<file path="config.mk">
export PLATFORM = sky130hd
export DESIGN_NAME = flash_result_flags
export DESIGN_NICKNAME = d
export VERILOG_FILES = /design/src/hw/flash_result_pkg.sv /design/src/hw/addr_window_check.sv /design/src/hw/flash_result_flags.sv
export SDC_FILE = /design/constraint.sdc
export NUM_CORES = 1
export LEC_CHECK = 0
export BUFFER_PORTS_ARGS = -buffer_cell sky130_fd_sc_hd__buf_2
export CAP_MARGIN = 30
export CORE_MARGIN = 3
export CORE_UTILIZATION = 48
export CTS_CLUSTER_SIZE = 28
export DETAILED_ROUTE_END_ITERATION = 12
export PLACE_DENSITY = 0.87
export REMOVE_ABC_BUFFERS = 1
export SETUP_SLACK_MARGIN = 0.1
export SLEW_MARGIN = 20
export SYNTH_ARGS = -nofsm -noshare
export SYNTH_HDL_FRONTEND = slang
export SYNTH_SLANG_ARGS = --single-unit
</file>
<file path="constraint.sdc">
create_clock -name mclk -period 1.72 [get_ports mclk]
set_clock_uncertainty 0.15 [all_clocks]
set_input_delay 0.258 -clock mclk [delete_from_list [all_inputs] [get_ports mclk]]
set_output_delay 0.258 -clock mclk [all_outputs]
set_load 0.005 [all_outputs]
</file>
<file path="src/hw/flash_result_pkg.sv">
package flash_result_pkg;

    // ------------------------------------------------------------
    // Register map, byte addresses on the register bus
    // ------------------------------------------------------------
    localparam logic [7:0] OFF_CONTROL = 8'h00;
    localparam logic [7:0] OFF_KEY = 8'h04;
    localparam logic [7:0] OFF_ARRAY_SELECT = 8'h08;
    localparam logic [7:0] OFF_SOURCE_ADDR = 8'h0C;
    localparam logic [7:0] OFF_DEST_ADDR = 8'h10;
    localparam logic [7:0] OFF_ERASE_BLOCK = 8'h14;
    localparam logic [7:0] OFF_RESULT = 8'h18;
    localparam logic [7:0] OFF_IRQ_STATUS = 8'h1C;
    localparam logic [7:0] OFF_IRQ_MASK = 8'h20;

    // ------------------------------------------------------------
    // Control register fields
    // ------------------------------------------------------------
    localparam int CTRL_PROGRAM_BIT = 0;
    localparam int CTRL_ERASE_BIT = 1;

    // ------------------------------------------------------------
    // Result byte field positions
    // ------------------------------------------------------------
    localparam int RES_PROTECT_BIT = 6;
    localparam int RES_EXEC_BIT = 5;
    localparam int RES_KEY_BIT = 4;
    localparam int RES_BLOCK_BIT = 3;
    localparam int RES_SOURCE_BIT = 2;
    localparam int RES_DEST_BIT = 1;
    localparam int RES_SF_BIT = 0;

    // Interrupt status bits: operation finished, operation failed.
    localparam int IRQ_DONE_BIT = 0;
    localparam int IRQ_FAIL_BIT = 1;

    // ------------------------------------------------------------
    // Check values and reset values
    // ------------------------------------------------------------
    localparam logic [7:0] KEY_VALID = 8'h5A;
    localparam logic [7:0] ARRAY_SELECT_BOOT = 8'hAA;
    localparam logic [7:0] ALIGN_LOW_A = 8'h00;
    localparam logic [7:0] ALIGN_LOW_B = 8'h80;
    localparam logic [7:0] ERASE_BLOCK_COUNT = 8'h10;
    localparam logic [31:0] FLASH_BASE = 32'h0000_0000;
    localparam logic [31:0] FLASH_LIMIT = 32'h0003_FFFF;
    localparam logic [7:0] RESET_BYTE = 8'h00;
    localparam logic [31:0] RESET_WORD = 32'h0000_0000;

    // Sequencer states, one-hot.
    typedef enum logic [3:0] {
        ST_IDLE = 4'b0001,
        ST_CHECK = 4'b0010,
        ST_RUN = 4'b0100,
        ST_DONE = 4'b1000
    } seq_state_t;

endpackage

</file>
<file path="src/hw/addr_window_check.sv">
`timescale 1ns/1ps

// ------------------------------------------------------------
// Address window check
// ------------------------------------------------------------
// Flags whether an address lies inside the flash memory area. Used once
// for the data source and once for the programming destination.
module addr_window_check
    import flash_result_pkg::*;
(
    input wire logic [31:0] addr,
    output logic in_flash
);

    // Both bounds are inclusive.
    always_comb begin
        in_flash = (addr >= FLASH_BASE) && (addr <= FLASH_LIMIT);
    end

endmodule

</file>
<file path="src/hw/flash_result_flags.sv">
// Function
// - Program: key not 5A sets bit 4.
// - Program: source outside flash sets bit 2.
// - Program: destination outside flash sets bit 1.
// - Program: destination not 128-byte aligned sets bit 1.
// - Program: bit 0 reports success or failure.
// - Erase uses its own result byte layout.
// - Erase: bit 6 mirrors protection error flag.
// - Erase: array failure or config change sets bit 5.
// - Boot array selected: erase refused, bit 5.
// - Erase: bit 0 reports success or failure.
// - Erase: key not 5A sets bit 4.
// - Erase: block number out of range sets bit 3.
//
// Implementation choices: the address map and the Wishbone interface to the registers.
`timescale 1ns/1ps

module flash_result_flags
    import flash_result_pkg::*;
(
    input wire logic mclk,
    input wire logic reset,
    input wire logic wb_cyc_i,
    input wire logic wb_stb_i,
    input wire logic wb_we_i,
    input wire logic [7:0] wb_adr_i,
    input wire logic [31:0] wb_dat_i,
    input wire logic [3:0] wb_sel_i,
    output logic [31:0] wb_dat_o,
    output logic wb_ack_o,
    input wire logic protect_error_flag,
    input wire logic flash_done,
    input wire logic flash_fail,
    output logic flash_start,
    output logic flash_erase,
    output logic [31:0] flash_dest,
    output logic [31:0] flash_src,
    output logic [7:0] flash_block,
    output logic [7:0] prog_erase_result_flags,
    output logic busy,
    output logic irq
);

    // ------------------------------------------------------------
    // State
    // ------------------------------------------------------------
    // All state of the block lives in this one record.
    typedef struct packed {
        seq_state_t state;
        logic ack;
        logic [31:0] rdata;
        logic [7:0] key;
        logic [7:0] asel;
        logic [31:0] src;
        logic [31:0] dst;
        logic [7:0] blk;
        logic [7:0] result;
        logic [1:0] irq_stat;
        logic [1:0] irq_mask;
        logic op_erase;
        logic cfg_changed;
        logic start;
    } core_t;

    core_t r; // Registered state.
    core_t next_r; // Next state.
    logic access; // A bus request is taken this cycle.
    logic wr; // Taken request is a write.
    logic rd; // Taken request is a read.
    logic src_in; // Source address inside flash.
    logic dst_in; // Destination address inside flash.
    logic src_bad; // Source address error.
    logic dst_bad; // Destination range or alignment error.
    logic key_bad; // Key register does not hold the valid key.
    logic blk_bad; // Erase block number out of range.
    logic boot_sel; // Boot array selected.
    logic [7:0] prog_res; // Result byte in the programming layout.
    logic [7:0] erase_res; // Result byte in the erasure layout.
    logic [31:0] rmux; // Read data before it is registered.

    // ------------------------------------------------------------
    // Address checks
    // ------------------------------------------------------------
    addr_window_check u_src_check (
        .addr(r.src),
        .in_flash(src_in)
    );

    addr_window_check u_dst_check (
        .addr(r.dst),
        .in_flash(dst_in)
    );

    // Byte-lane merge for word registers written over the bus.
    function automatic logic [31:0] merge(input logic [31:0] old, input logic [31:0] dat,
                                          input logic [3:0] sel);
        logic [31:0] res;
        res = old;
        for (int i = 0; i < 4; i++) begin
            if (sel[i]) begin
                res[8*i +: 8] = dat[8*i +: 8];
            end
        end
        return res;
    endfunction

    // ------------------------------------------------------------
    // Check results, built in both layouts
    // ------------------------------------------------------------
    // The unused positions are constant zero so they can never leak a stale flag.
    always_comb begin
        key_bad = (r.key != KEY_VALID);
        src_bad = !src_in;
        dst_bad = !dst_in || ((r.dst[7:0] != ALIGN_LOW_A) &&
                             (r.dst[7:0] != ALIGN_LOW_B));
        blk_bad = (r.blk >= ERASE_BLOCK_COUNT);
        boot_sel = (r.asel == ARRAY_SELECT_BOOT);
        prog_res = RESET_BYTE;
        prog_res[RES_PROTECT_BIT] = protect_error_flag;
        prog_res[RES_KEY_BIT] = key_bad;
        prog_res[RES_SOURCE_BIT] = src_bad;
        prog_res[RES_DEST_BIT] = dst_bad;
        prog_res[RES_SF_BIT] = |prog_res[7:1];
        erase_res = RESET_BYTE;
        erase_res[RES_PROTECT_BIT] = protect_error_flag;
        erase_res[RES_EXEC_BIT] = boot_sel;
        erase_res[RES_KEY_BIT] = key_bad;
        erase_res[RES_BLOCK_BIT] = blk_bad;
        erase_res[RES_SF_BIT] = |erase_res[7:1];
    end

    // ------------------------------------------------------------
    // Read multiplexer
    // ------------------------------------------------------------
    // Unmapped addresses answer with zero data and a normal acknowledge.
    always_comb begin
        rmux = RESET_WORD;
        case (wb_adr_i)
            OFF_CONTROL: rmux[0] = (r.state != ST_IDLE);
            OFF_KEY: rmux[7:0] = r.key;
            OFF_ARRAY_SELECT: rmux[7:0] = r.asel;
            OFF_SOURCE_ADDR: rmux = r.src;
            OFF_DEST_ADDR: rmux = r.dst;
            OFF_ERASE_BLOCK: rmux[7:0] = r.blk;
            OFF_RESULT: rmux[7:0] = r.result;
            OFF_IRQ_STATUS: rmux[1:0] = r.irq_stat;
            OFF_IRQ_MASK: rmux[1:0] = r.irq_mask;
            default: rmux = RESET_WORD;
        endcase
    end

    // ------------------------------------------------------------
    // Next-state logic: bus slave first, sequencer second
    // ------------------------------------------------------------
    // The sequencer runs after the bus part, so a status bit set in the
    // same cycle as a clearing read survives.
    always_comb begin
        next_r = r;
        next_r.start = 1'b0;
        access = wb_cyc_i && wb_stb_i && !r.ack;
        wr = access && wb_we_i;
        rd = access && !wb_we_i;
        next_r.ack = access;
        if (rd) begin
            next_r.rdata = rmux;
            if (wb_adr_i == OFF_IRQ_STATUS) begin
                next_r.irq_stat = 2'h0;
            end
        end
        if (wr) begin
            case (wb_adr_i)
                OFF_CONTROL: begin
                    // Commands are only accepted while idle; erase wins over program.
                    if (r.state == ST_IDLE && wb_sel_i[0] &&
                        (wb_dat_i[CTRL_PROGRAM_BIT] || wb_dat_i[CTRL_ERASE_BIT])) begin
                        next_r.state = ST_CHECK;
                        next_r.op_erase = wb_dat_i[CTRL_ERASE_BIT];
                        next_r.cfg_changed = 1'b0;
                    end
                end
                OFF_KEY: if (wb_sel_i[0]) next_r.key = wb_dat_i[7:0];
                OFF_ARRAY_SELECT: if (wb_sel_i[0]) next_r.asel = wb_dat_i[7:0];
                OFF_SOURCE_ADDR: next_r.src = merge(r.src, wb_dat_i, wb_sel_i);
                OFF_DEST_ADDR: next_r.dst = merge(r.dst, wb_dat_i, wb_sel_i);
                OFF_ERASE_BLOCK: if (wb_sel_i[0]) next_r.blk = wb_dat_i[7:0];
                OFF_IRQ_MASK: if (wb_sel_i[0]) next_r.irq_mask = wb_dat_i[1:0];
                default: begin
                    // Writes elsewhere are acknowledged and dropped.
                end
            endcase
            // A setting changed under a running operation spoils an erase; a program ignores it.
            if (r.state != ST_IDLE && wb_adr_i != OFF_CONTROL &&
                wb_adr_i != OFF_IRQ_MASK && wb_adr_i != OFF_IRQ_STATUS &&
                wb_adr_i != OFF_RESULT) begin
                next_r.cfg_changed = 1'b1;
            end
        end
        case (r.state)
            ST_IDLE: begin
                // Waiting for a command.
            end
            ST_CHECK: begin
                // All checks are made before the array is touched.
                next_r.result = r.op_erase ? erase_res : prog_res;
                if (r.op_erase ? erase_res[RES_SF_BIT] : prog_res[RES_SF_BIT]) begin
                    next_r.state = ST_DONE;
                end else begin
                    next_r.start = 1'b1;
                    next_r.state = ST_RUN;
                end
            end
            ST_RUN: begin
                if (flash_done) begin
                    if (r.op_erase) begin
                        // A failed erase may leave the array partly erased;
                        // software must erase again once the cause is gone.
                        next_r.result[RES_EXEC_BIT] = flash_fail || r.cfg_changed;
                        next_r.result[RES_SF_BIT] = flash_fail || r.cfg_changed;
                    end else begin
                        next_r.result[RES_SF_BIT] = flash_fail;
                    end
                    next_r.state = ST_DONE;
                end
            end
            ST_DONE: begin
                next_r.irq_stat[IRQ_DONE_BIT] = 1'b1;
                if (r.result[RES_SF_BIT]) begin
                    next_r.irq_stat[IRQ_FAIL_BIT] = 1'b1;
                end
                next_r.state = ST_IDLE;
            end
            default: next_r.state = ST_IDLE;
        endcase
    end

    // ------------------------------------------------------------
    // State register
    // ------------------------------------------------------------
    always_ff @(posedge mclk) begin
        if (reset) begin
            r <= '{state: ST_IDLE, ack: 1'b0, rdata: RESET_WORD, key: RESET_BYTE,
                   asel: RESET_BYTE, src: RESET_WORD, dst: RESET_WORD,
                   blk: RESET_BYTE, result: RESET_BYTE, irq_stat: 2'h0,
                   irq_mask: 2'h0, op_erase: 1'b0, cfg_changed: 1'b0, start: 1'b0};
        end else begin
            r <= next_r;
        end
    end

    // ------------------------------------------------------------
    // Outputs
    // ------------------------------------------------------------
    assign wb_dat_o = r.rdata;
    assign wb_ack_o = r.ack;
    assign flash_start = r.start;
    assign flash_erase = r.op_erase;
    assign flash_dest = r.dst;
    assign flash_src = r.src;
    assign flash_block = r.blk;
    assign prog_erase_result_flags = r.result;
    assign busy = (r.state != ST_IDLE);
    // Level interrupt, high while any unmasked status bit is set.
    assign irq = |(r.irq_stat & r.irq_mask);
endmodule

</file>
==> impl_metrics.env, run 1 <==
export IMPL_slew_violations=0
export IMPL_synth_seq_cells=139
export IMPL_rows=42
export IMPL_worst_path_max_delay_cell="nor4_2"
export IMPL_arrival_ns=2.35
export IMPL_hold_violations=0
export IMPL_p_per_area_nw_per_um2=732.8
export IMPL_grt_pass1_vias=6891
export IMPL_rsz0062_at_grt="yes"
export IMPL_insertion_delay_ns=0.43
export IMPL_final_cell_mix="165 x buf_2, 133 x dfxtp_1, 91 x buf_4, 72 x nor2_1, 46 x a21oi_2"
export IMPL_worstSetupPathType="reg -> reg"
export IMPL_io_buffers=167
export IMPL_synth_seq_area_share=0.4094
export IMPL_clockRootBuffer="clkbuf_16"
export IMPL_drive_gt1_frac=0.5863
export IMPL_fin_area_um2=10420
export IMPL_holdPathStages=3
export IMPL_place_hpwl_um=14950
export IMPL_clk_pin_slew_ns=0.06
export IMPL_clockBufferDepth=2
export IMPL_numCtsBuffers=17
export IMPL_dp_cells=1072
export IMPL_via_per_inst=6.616
export IMPL_reg2reg_to="r[139]$_SDFF_PP0_"
export IMPL_r2r_slack_ns=-0.52
export IMPL_grt_pass1_wl_um=38210
export IMPL_yosysWarnings=0
export IMPL_die_h_um=125.0
export IMPL_gr_usage_all_layers=0.3060
export IMPL_syn_cell_area_um2=6798
export IMPL_failed_checks="setup timing"
export IMPL_place_gp_congestion=0.9279
export IMPL_max_freq_mhz=446.4
export IMPL_grt_overflow_total=0
export IMPL_critical_path_max_stage_delay_ns=0.57
export IMPL_fillers=713
export IMPL_min_path_type="in -> reg"
export IMPL_h_tree_depth=4
export IMPL_syn_avg_cell_area_um2=8.817
export IMPL_status="finished, violations left"
export IMPL_wl_per_cell_um=26.73
export IMPL_tightest_slew_ns=0.6292
export IMPL_finalSetupViolCount=36
export IMPL_drt_pass1_iterations=6
export IMPL_coreArea_um2=13560
export IMPL_vias=7655
export IMPL_synth_ff_type="dfxtp_1"
export IMPL_postRouteWirelength_um=30930
export IMPL_holdCritStartpoint="wb_dat_i[2]"
export IMPL_syn_to_final_growth_pct=53.34
export IMPL_timing_max_slew_rel_slack=0.5750
export IMPL_synthArstFlopShare=0
export IMPL_seq_area_um2=2790
export IMPL_dieWidth_um=125.0
export IMPL_antenna_found_initial=2
export IMPL_min_period_over_period=1.303
export IMPL_antenna_left=0
export IMPL_cp_max_fo=2
export IMPL_initial_core_util=0.5014
export IMPL_cp_start_kind="flip-flop"
export IMPL_peakVddDrop_uv=840.0
export IMPL_drc=0
export IMPL_die_area_um2=15630
export IMPL_power_leakage_nw=4.527
export IMPL_multi_input_area_um2=4222
export IMPL_fin_ws_ns=-0.5203
export IMPL_cp_required_ns=1.83
export IMPL_finalNetCount=1021
export IMPL_synth_edf_count=0
export IMPL_ioPinCount=169
export IMPL_worst_r2r_path_depth=5
export IMPL_layout_cells_non_filler=1157
export IMPL_synthCells=771
export IMPL_whs_endpoint="flash_dest[2]$_SDFFE_PP0P_"
export IMPL_finalWorstPathRequiredPeriod_ns=2.240
export IMPL_r2r_start="flash_src[21]$_SDFFE_PP0P_"
export IMPL_drtIter0Drc=1338
export IMPL_grt_max_degree=57
export IMPL_place_area_um2=7851
export IMPL_mostFrequentLayoutCell="buf_2"
export IMPL_synth_cell_types=56
export IMPL_p_total_mw=7.639
export IMPL_clkSinkCount=139
export IMPL_end_kind="flip-flop"
export IMPL_cap_violations=0
export IMPL_crit_chain="nor4_2 > nand4_1 > buf_4 > o311ai_2 > nand3_1"
export IMPL_cts_tree="yes"
repair_timing:
action,CTS,global route
resized for setup,126,203
endpoints found under the setup margin,56,139
hold buffers,31,0
buffers inserted,11,5
cloned,4,5
hold endpoints to repair,60,0
pin swaps,87,86
cell families after synthesis:
family,synth area share
other,0.0005517
AND/OR/NAND/NOR,0.2154
AO/OA/AOI/OAI,0.1266
multiplexers,0.09037
buffers and inverters,0.1577
flip-flops,0.4094
layout make-up:
type | count | share of cell area
diodes | 2 | 0.0004801
well taps | 176 | 0.02113
clock buffers | 23 | 0.04873
multi-input cells | 469 | 0.4050
inverters | 4 | 0.001440
flip-flops and latches | 139 | 0.2677
repair buffers | 338 | 0.2496
clock inverters | 6 | 0.006002
worst max path at each step:
| stage | from | end | slack [ns] |
|---|---|---|---|
| 6_report | flash_src[21]$_SDFFE_PP0P_ | r[139]$_SDFF_PP0_ | -0.52 |
| 5_1_grt | flash_src[29]$_SDFFE_PP0P_ | r[139]$_SDFF_PP0_ | -0.63 |
| 4_1_cts | r[138]$_SDFF_PP0_ | busy | -0.23 |
| 3_5_place_dp | flash_src[24]$_SDFFE_PP0P_ | r[139]$_SDFF_PP0_ | -0.18 |
| 3_3_place_gp | flash_src[24]$_SDFFE_PP0P_ | r[138]$_SDFF_PP0_ | -0.18 |
| 2_1_floorplan | wb_ack_o$_SDFF_PP0_ | r[6]$_SDFF_PP0_ | -2.04 |
registers in the layout, indices dropped and copies added (netlist names):
| signal | flops |
|---|---|
| flash_dest | 32 |
| prog_erase_result_flags | 7 |
| flash_erase | 1 |
| r | 25 |
| flash_start | 1 |
| flash_src | 32 |
| flash_block | 8 |
| wb_ack_o | 1 |
| wb_dat_o | 32 |
critical path, delay by kind of cell, from the launching register on:
family	cells	cell delay [ns]
AOI/OAI and AO/OA	1	0.29
DFF	1	0.33
buffers and inverters	1	0.24
and+or+nand+nor	3	1.07
synth_stat cells (all sizes together), types with 6 or more instances:
cell type | count | area (µm²)
dfxtp | 139 | 2783
buf | 134 | 963.4
nor2 | 92 | 345.3
nand2 | 78 | 292.8
a21oi | 54 | 270.3
mux2i | 49 | 490.5
nor3 | 29 | 145.1
a221oi | 25 | 219.0
clkbuf | 25 | 93.84
nand3 | 24 | 120.1
nand4 | 12 | 117.6
nor4 | 11 | 90.08
a22o | 9 | 78.83
o21ai | 8 | 40.04
a32oi | 6 | 52.55
and4 | 6 | 52.55
nor4b | 6 | 80.08
layer usage:
layer	share of wire	vias to the layer above	track usage
li1	-	3047	-
met1	0.34	3560	0.3599
met2	0.45	765	0.4973
met3	0.13	283	0.08571
met4	0.093	0	0.1843
met5	0	-	0
per-stage QoR:
step / util / setup TNS [ns] / setup slack (ns) / hold slack (ns)
CTS: 0.6940 / -0.9404 / -0.2277 / 0.004632
global placement: 0.5791 / -8.865 / -0.1792 / 0.3063
detailed placement: 0.5791 / -7.749 / -0.1757 / 0.3170
floorplan: - / -90.50 / -2.045 / 0.1771
global route: 0.7688 / -5.559 / -0.6290 / 0.03248
finish: 0.7688 / -4.241 / -0.5203 / 0.03133
where the power goes:
part	switching [mW]	total (mW)	internal [mW]
sequential	0.0281	3.29	3.26
clock	1.44	3.63	2.19
combinational	0.407	0.724	0.318
total	1.87	7.64	5.77
(Power assumes the default switching activity.)
==> run 2, diff against run 1 <==
--- a/config.mk
+++ b/config.mk
@@ -11,7 +11,7 @@
 export CORE_UTILIZATION = 48
 export CTS_CLUSTER_SIZE = 28
 export DETAILED_ROUTE_END_ITERATION = 12
-export PLACE_DENSITY = 0.87
+export PLACE_DENSITY = 0.76
 export REMOVE_ABC_BUFFERS = 1
 export SETUP_SLACK_MARGIN = 0.1
 export SLEW_MARGIN = 20
==> constraint.sdc (replaced) <==
create_clock -name mclk -period 1.72 [get_ports mclk]
set_clock_uncertainty 0.15 [all_clocks]
set_input_delay 0.172 -clock mclk [delete_from_list [all_inputs] [get_ports mclk]]
set_output_delay 0.172 -clock mclk [all_outputs]
set_load 0.005 [all_outputs]
==> impl_metrics.env, run 2 (same netlist as run 1, synthesis figures left out) <==
export IMPL_grt_overflow_total=0
export IMPL_min_path_type="in -> reg"
export IMPL_cp_required_ns=1.40
export IMPL_wl_per_cell_um=22.08
export IMPL_worstSetupPathType="reg -> out"
export IMPL_peakVddDrop_uv=756.1
export IMPL_dieWidth_um=125.0
export IMPL_clockRootBuffer="clkbuf_16"
export IMPL_final_cell_mix="165 x buf_2, 130 x dfxtp_1, 72 x buf_4, 59 x nor2_1, 49 x mux2i_1"
export IMPL_h_tree_depth=4
export IMPL_power_leakage_nw=4.533
export IMPL_postRouteWirelength_um=25540
export IMPL_tns_ns=-2.275
export IMPL_gr_usage_all_layers=0.2775
export IMPL_drive_gt1_frac=0.5612
export IMPL_insertion_delay_ns=0.42
export IMPL_via_per_inst=5.947
export IMPL_initial_core_util=0.5014
export IMPL_finalNetCount=1019
export IMPL_die_h_um=125.0
export IMPL_hold_violations=0
export IMPL_min_period_over_period=1.113
export IMPL_clk_pin_slew_ns=0.06
export IMPL_coreArea_um2=13560
export IMPL_cp_start_kind="flip-flop"
export IMPL_grt_pass1_vias=6658
export IMPL_cts_tree="yes"
export IMPL_finalWorstPathRequiredPeriod_ns=1.914
export IMPL_rsz0062_at_grt="yes"
export IMPL_slew_violations=0
export IMPL_failed_checks="setup timing"
export IMPL_ioPinCount=169
export IMPL_rows=42
export IMPL_cap_violations=0
export IMPL_drtIter0Drc=729
export IMPL_status="finished, violations left"
export IMPL_io_buffers=167
export IMPL_die_area_um2=15630
export IMPL_clockBufferDepth=2
export IMPL_vias=6881
export IMPL_place_hpwl_um=14460
export IMPL_syn_to_final_growth_pct=51.63
export IMPL_grt_max_degree=58
export IMPL_place_gp_congestion=0.9350
export IMPL_clkSinkCount=139
export IMPL_antenna_left=0
export IMPL_antenna_found_initial=2
export IMPL_drt_pass1_iterations=5
export IMPL_drc=0
export IMPL_max_freq_mhz=522.5
export IMPL_finalSetupViolCount=49
export IMPL_end_kind="output pin"
export IMPL_fin_ws_ns=-0.1937
export IMPL_arrival_ns=1.59
export IMPL_grt_pass1_wl_um=34870
export IMPL_numCtsBuffers=17
export IMPL_p_per_area_nw_per_um2=740.7
export IMPL_dp_slack_ns=-0.1751
export IMPL_mostFrequentLayoutCell="buf_2"
export IMPL_cp_max_fo=3
export IMPL_hold_ws_ns=0.09311
[run 2: critical path, stage by stage, from the launching register on]
cell,delay (ns)
dfxtp_2,0.33
or4b_4,0.58
buf_6,0.15
buf_6,0.11
[run 2: path summary, 6_finish.rpt]
| path | start | end | slack [ns] | depth (start not counted) |
|---|---|---|---|---|
| setup / recovery | r[139]$_SDFF_PP0_ | busy | -0.19 | 3 |
| setup reg to reg | r[139]$_SDFF_PP0_ | flash_erase$_SDFFE_PP0P_ | -0.17 | 5 |
| hold reg to reg | flash_src[1]$_SDFFE_PP0P_ | flash_src[1]$_SDFFE_PP0P_ | 0.34 | 2 |
| hold / removal | wb_adr_i[5] | r[4]$_SDFFE_PP0P_ | 0.09 | 4 |
[run 2: per-layer routing]
| layer | part of all wire | vias to the layer above | wire (µm) | global-route usage |
|---|---|---|---|---|
| met5 | 0 | - | 0 | 0 |
| met4 | 0.030 | 0 | 764 | 0.1244 |
| met3 | 0.089 | 73 | 2263 | 0.07889 |
| met2 | 0.49 | 421 | 12490 | 0.4448 |
| met1 | 0.39 | 3347 | 10020 | 0.3488 |
| li1 | - | 3040 | - | - |
[run 2: metrics by stage]
step	utilization	power (mW)	cells	cell area, µm²
2_1_floorplan	-	3.474	612	5741
3_3_place_gp	0.5743	3.785	1060	7786
3_5_place_dp	0.5743	3.791	1060	7786
4_1_cts	0.6939	7.515	1143	9408
5_1_grt	0.7602	7.836	1157	10310
6_report	0.7602	7.635	1157	10310
[run 2: power by group]
| part | switching [mW] | total (mW) | internal (mW) |
|---|---|---|---|
| Clock | 1.36 | 3.63 | 2.27 |
| Combinational | 0.377 | 0.714 | 0.337 |
| Sequential | 0.0302 | 3.29 | 3.26 |
| Total | 1.77 | 7.64 | 5.87 |
[run 2: layout make-up]
type | count | area (µm²)
flip-flops and latches | 139 | 2796
repair buffers | 336 | 2708
multi-input cells | 469 | 3984
inverters | 4 | 15.01
well taps | 176 | 220.2
clock inverters | 8 | 90.09
clock buffers | 24 | 491.7
diodes | 1 | 2.502
fillers | 867 | 3251
[run 2: what timing repair did]
item / in CTS / in global routing
hold buffers: 37 / 0
pin swaps: 87 / 52
gates cloned: 4 / 5
hold endpoints to repair: 94 / 0
resized for setup: 134 / 154
setup endpoints to repair: 101 / 129
setup buffers: 10 / 8
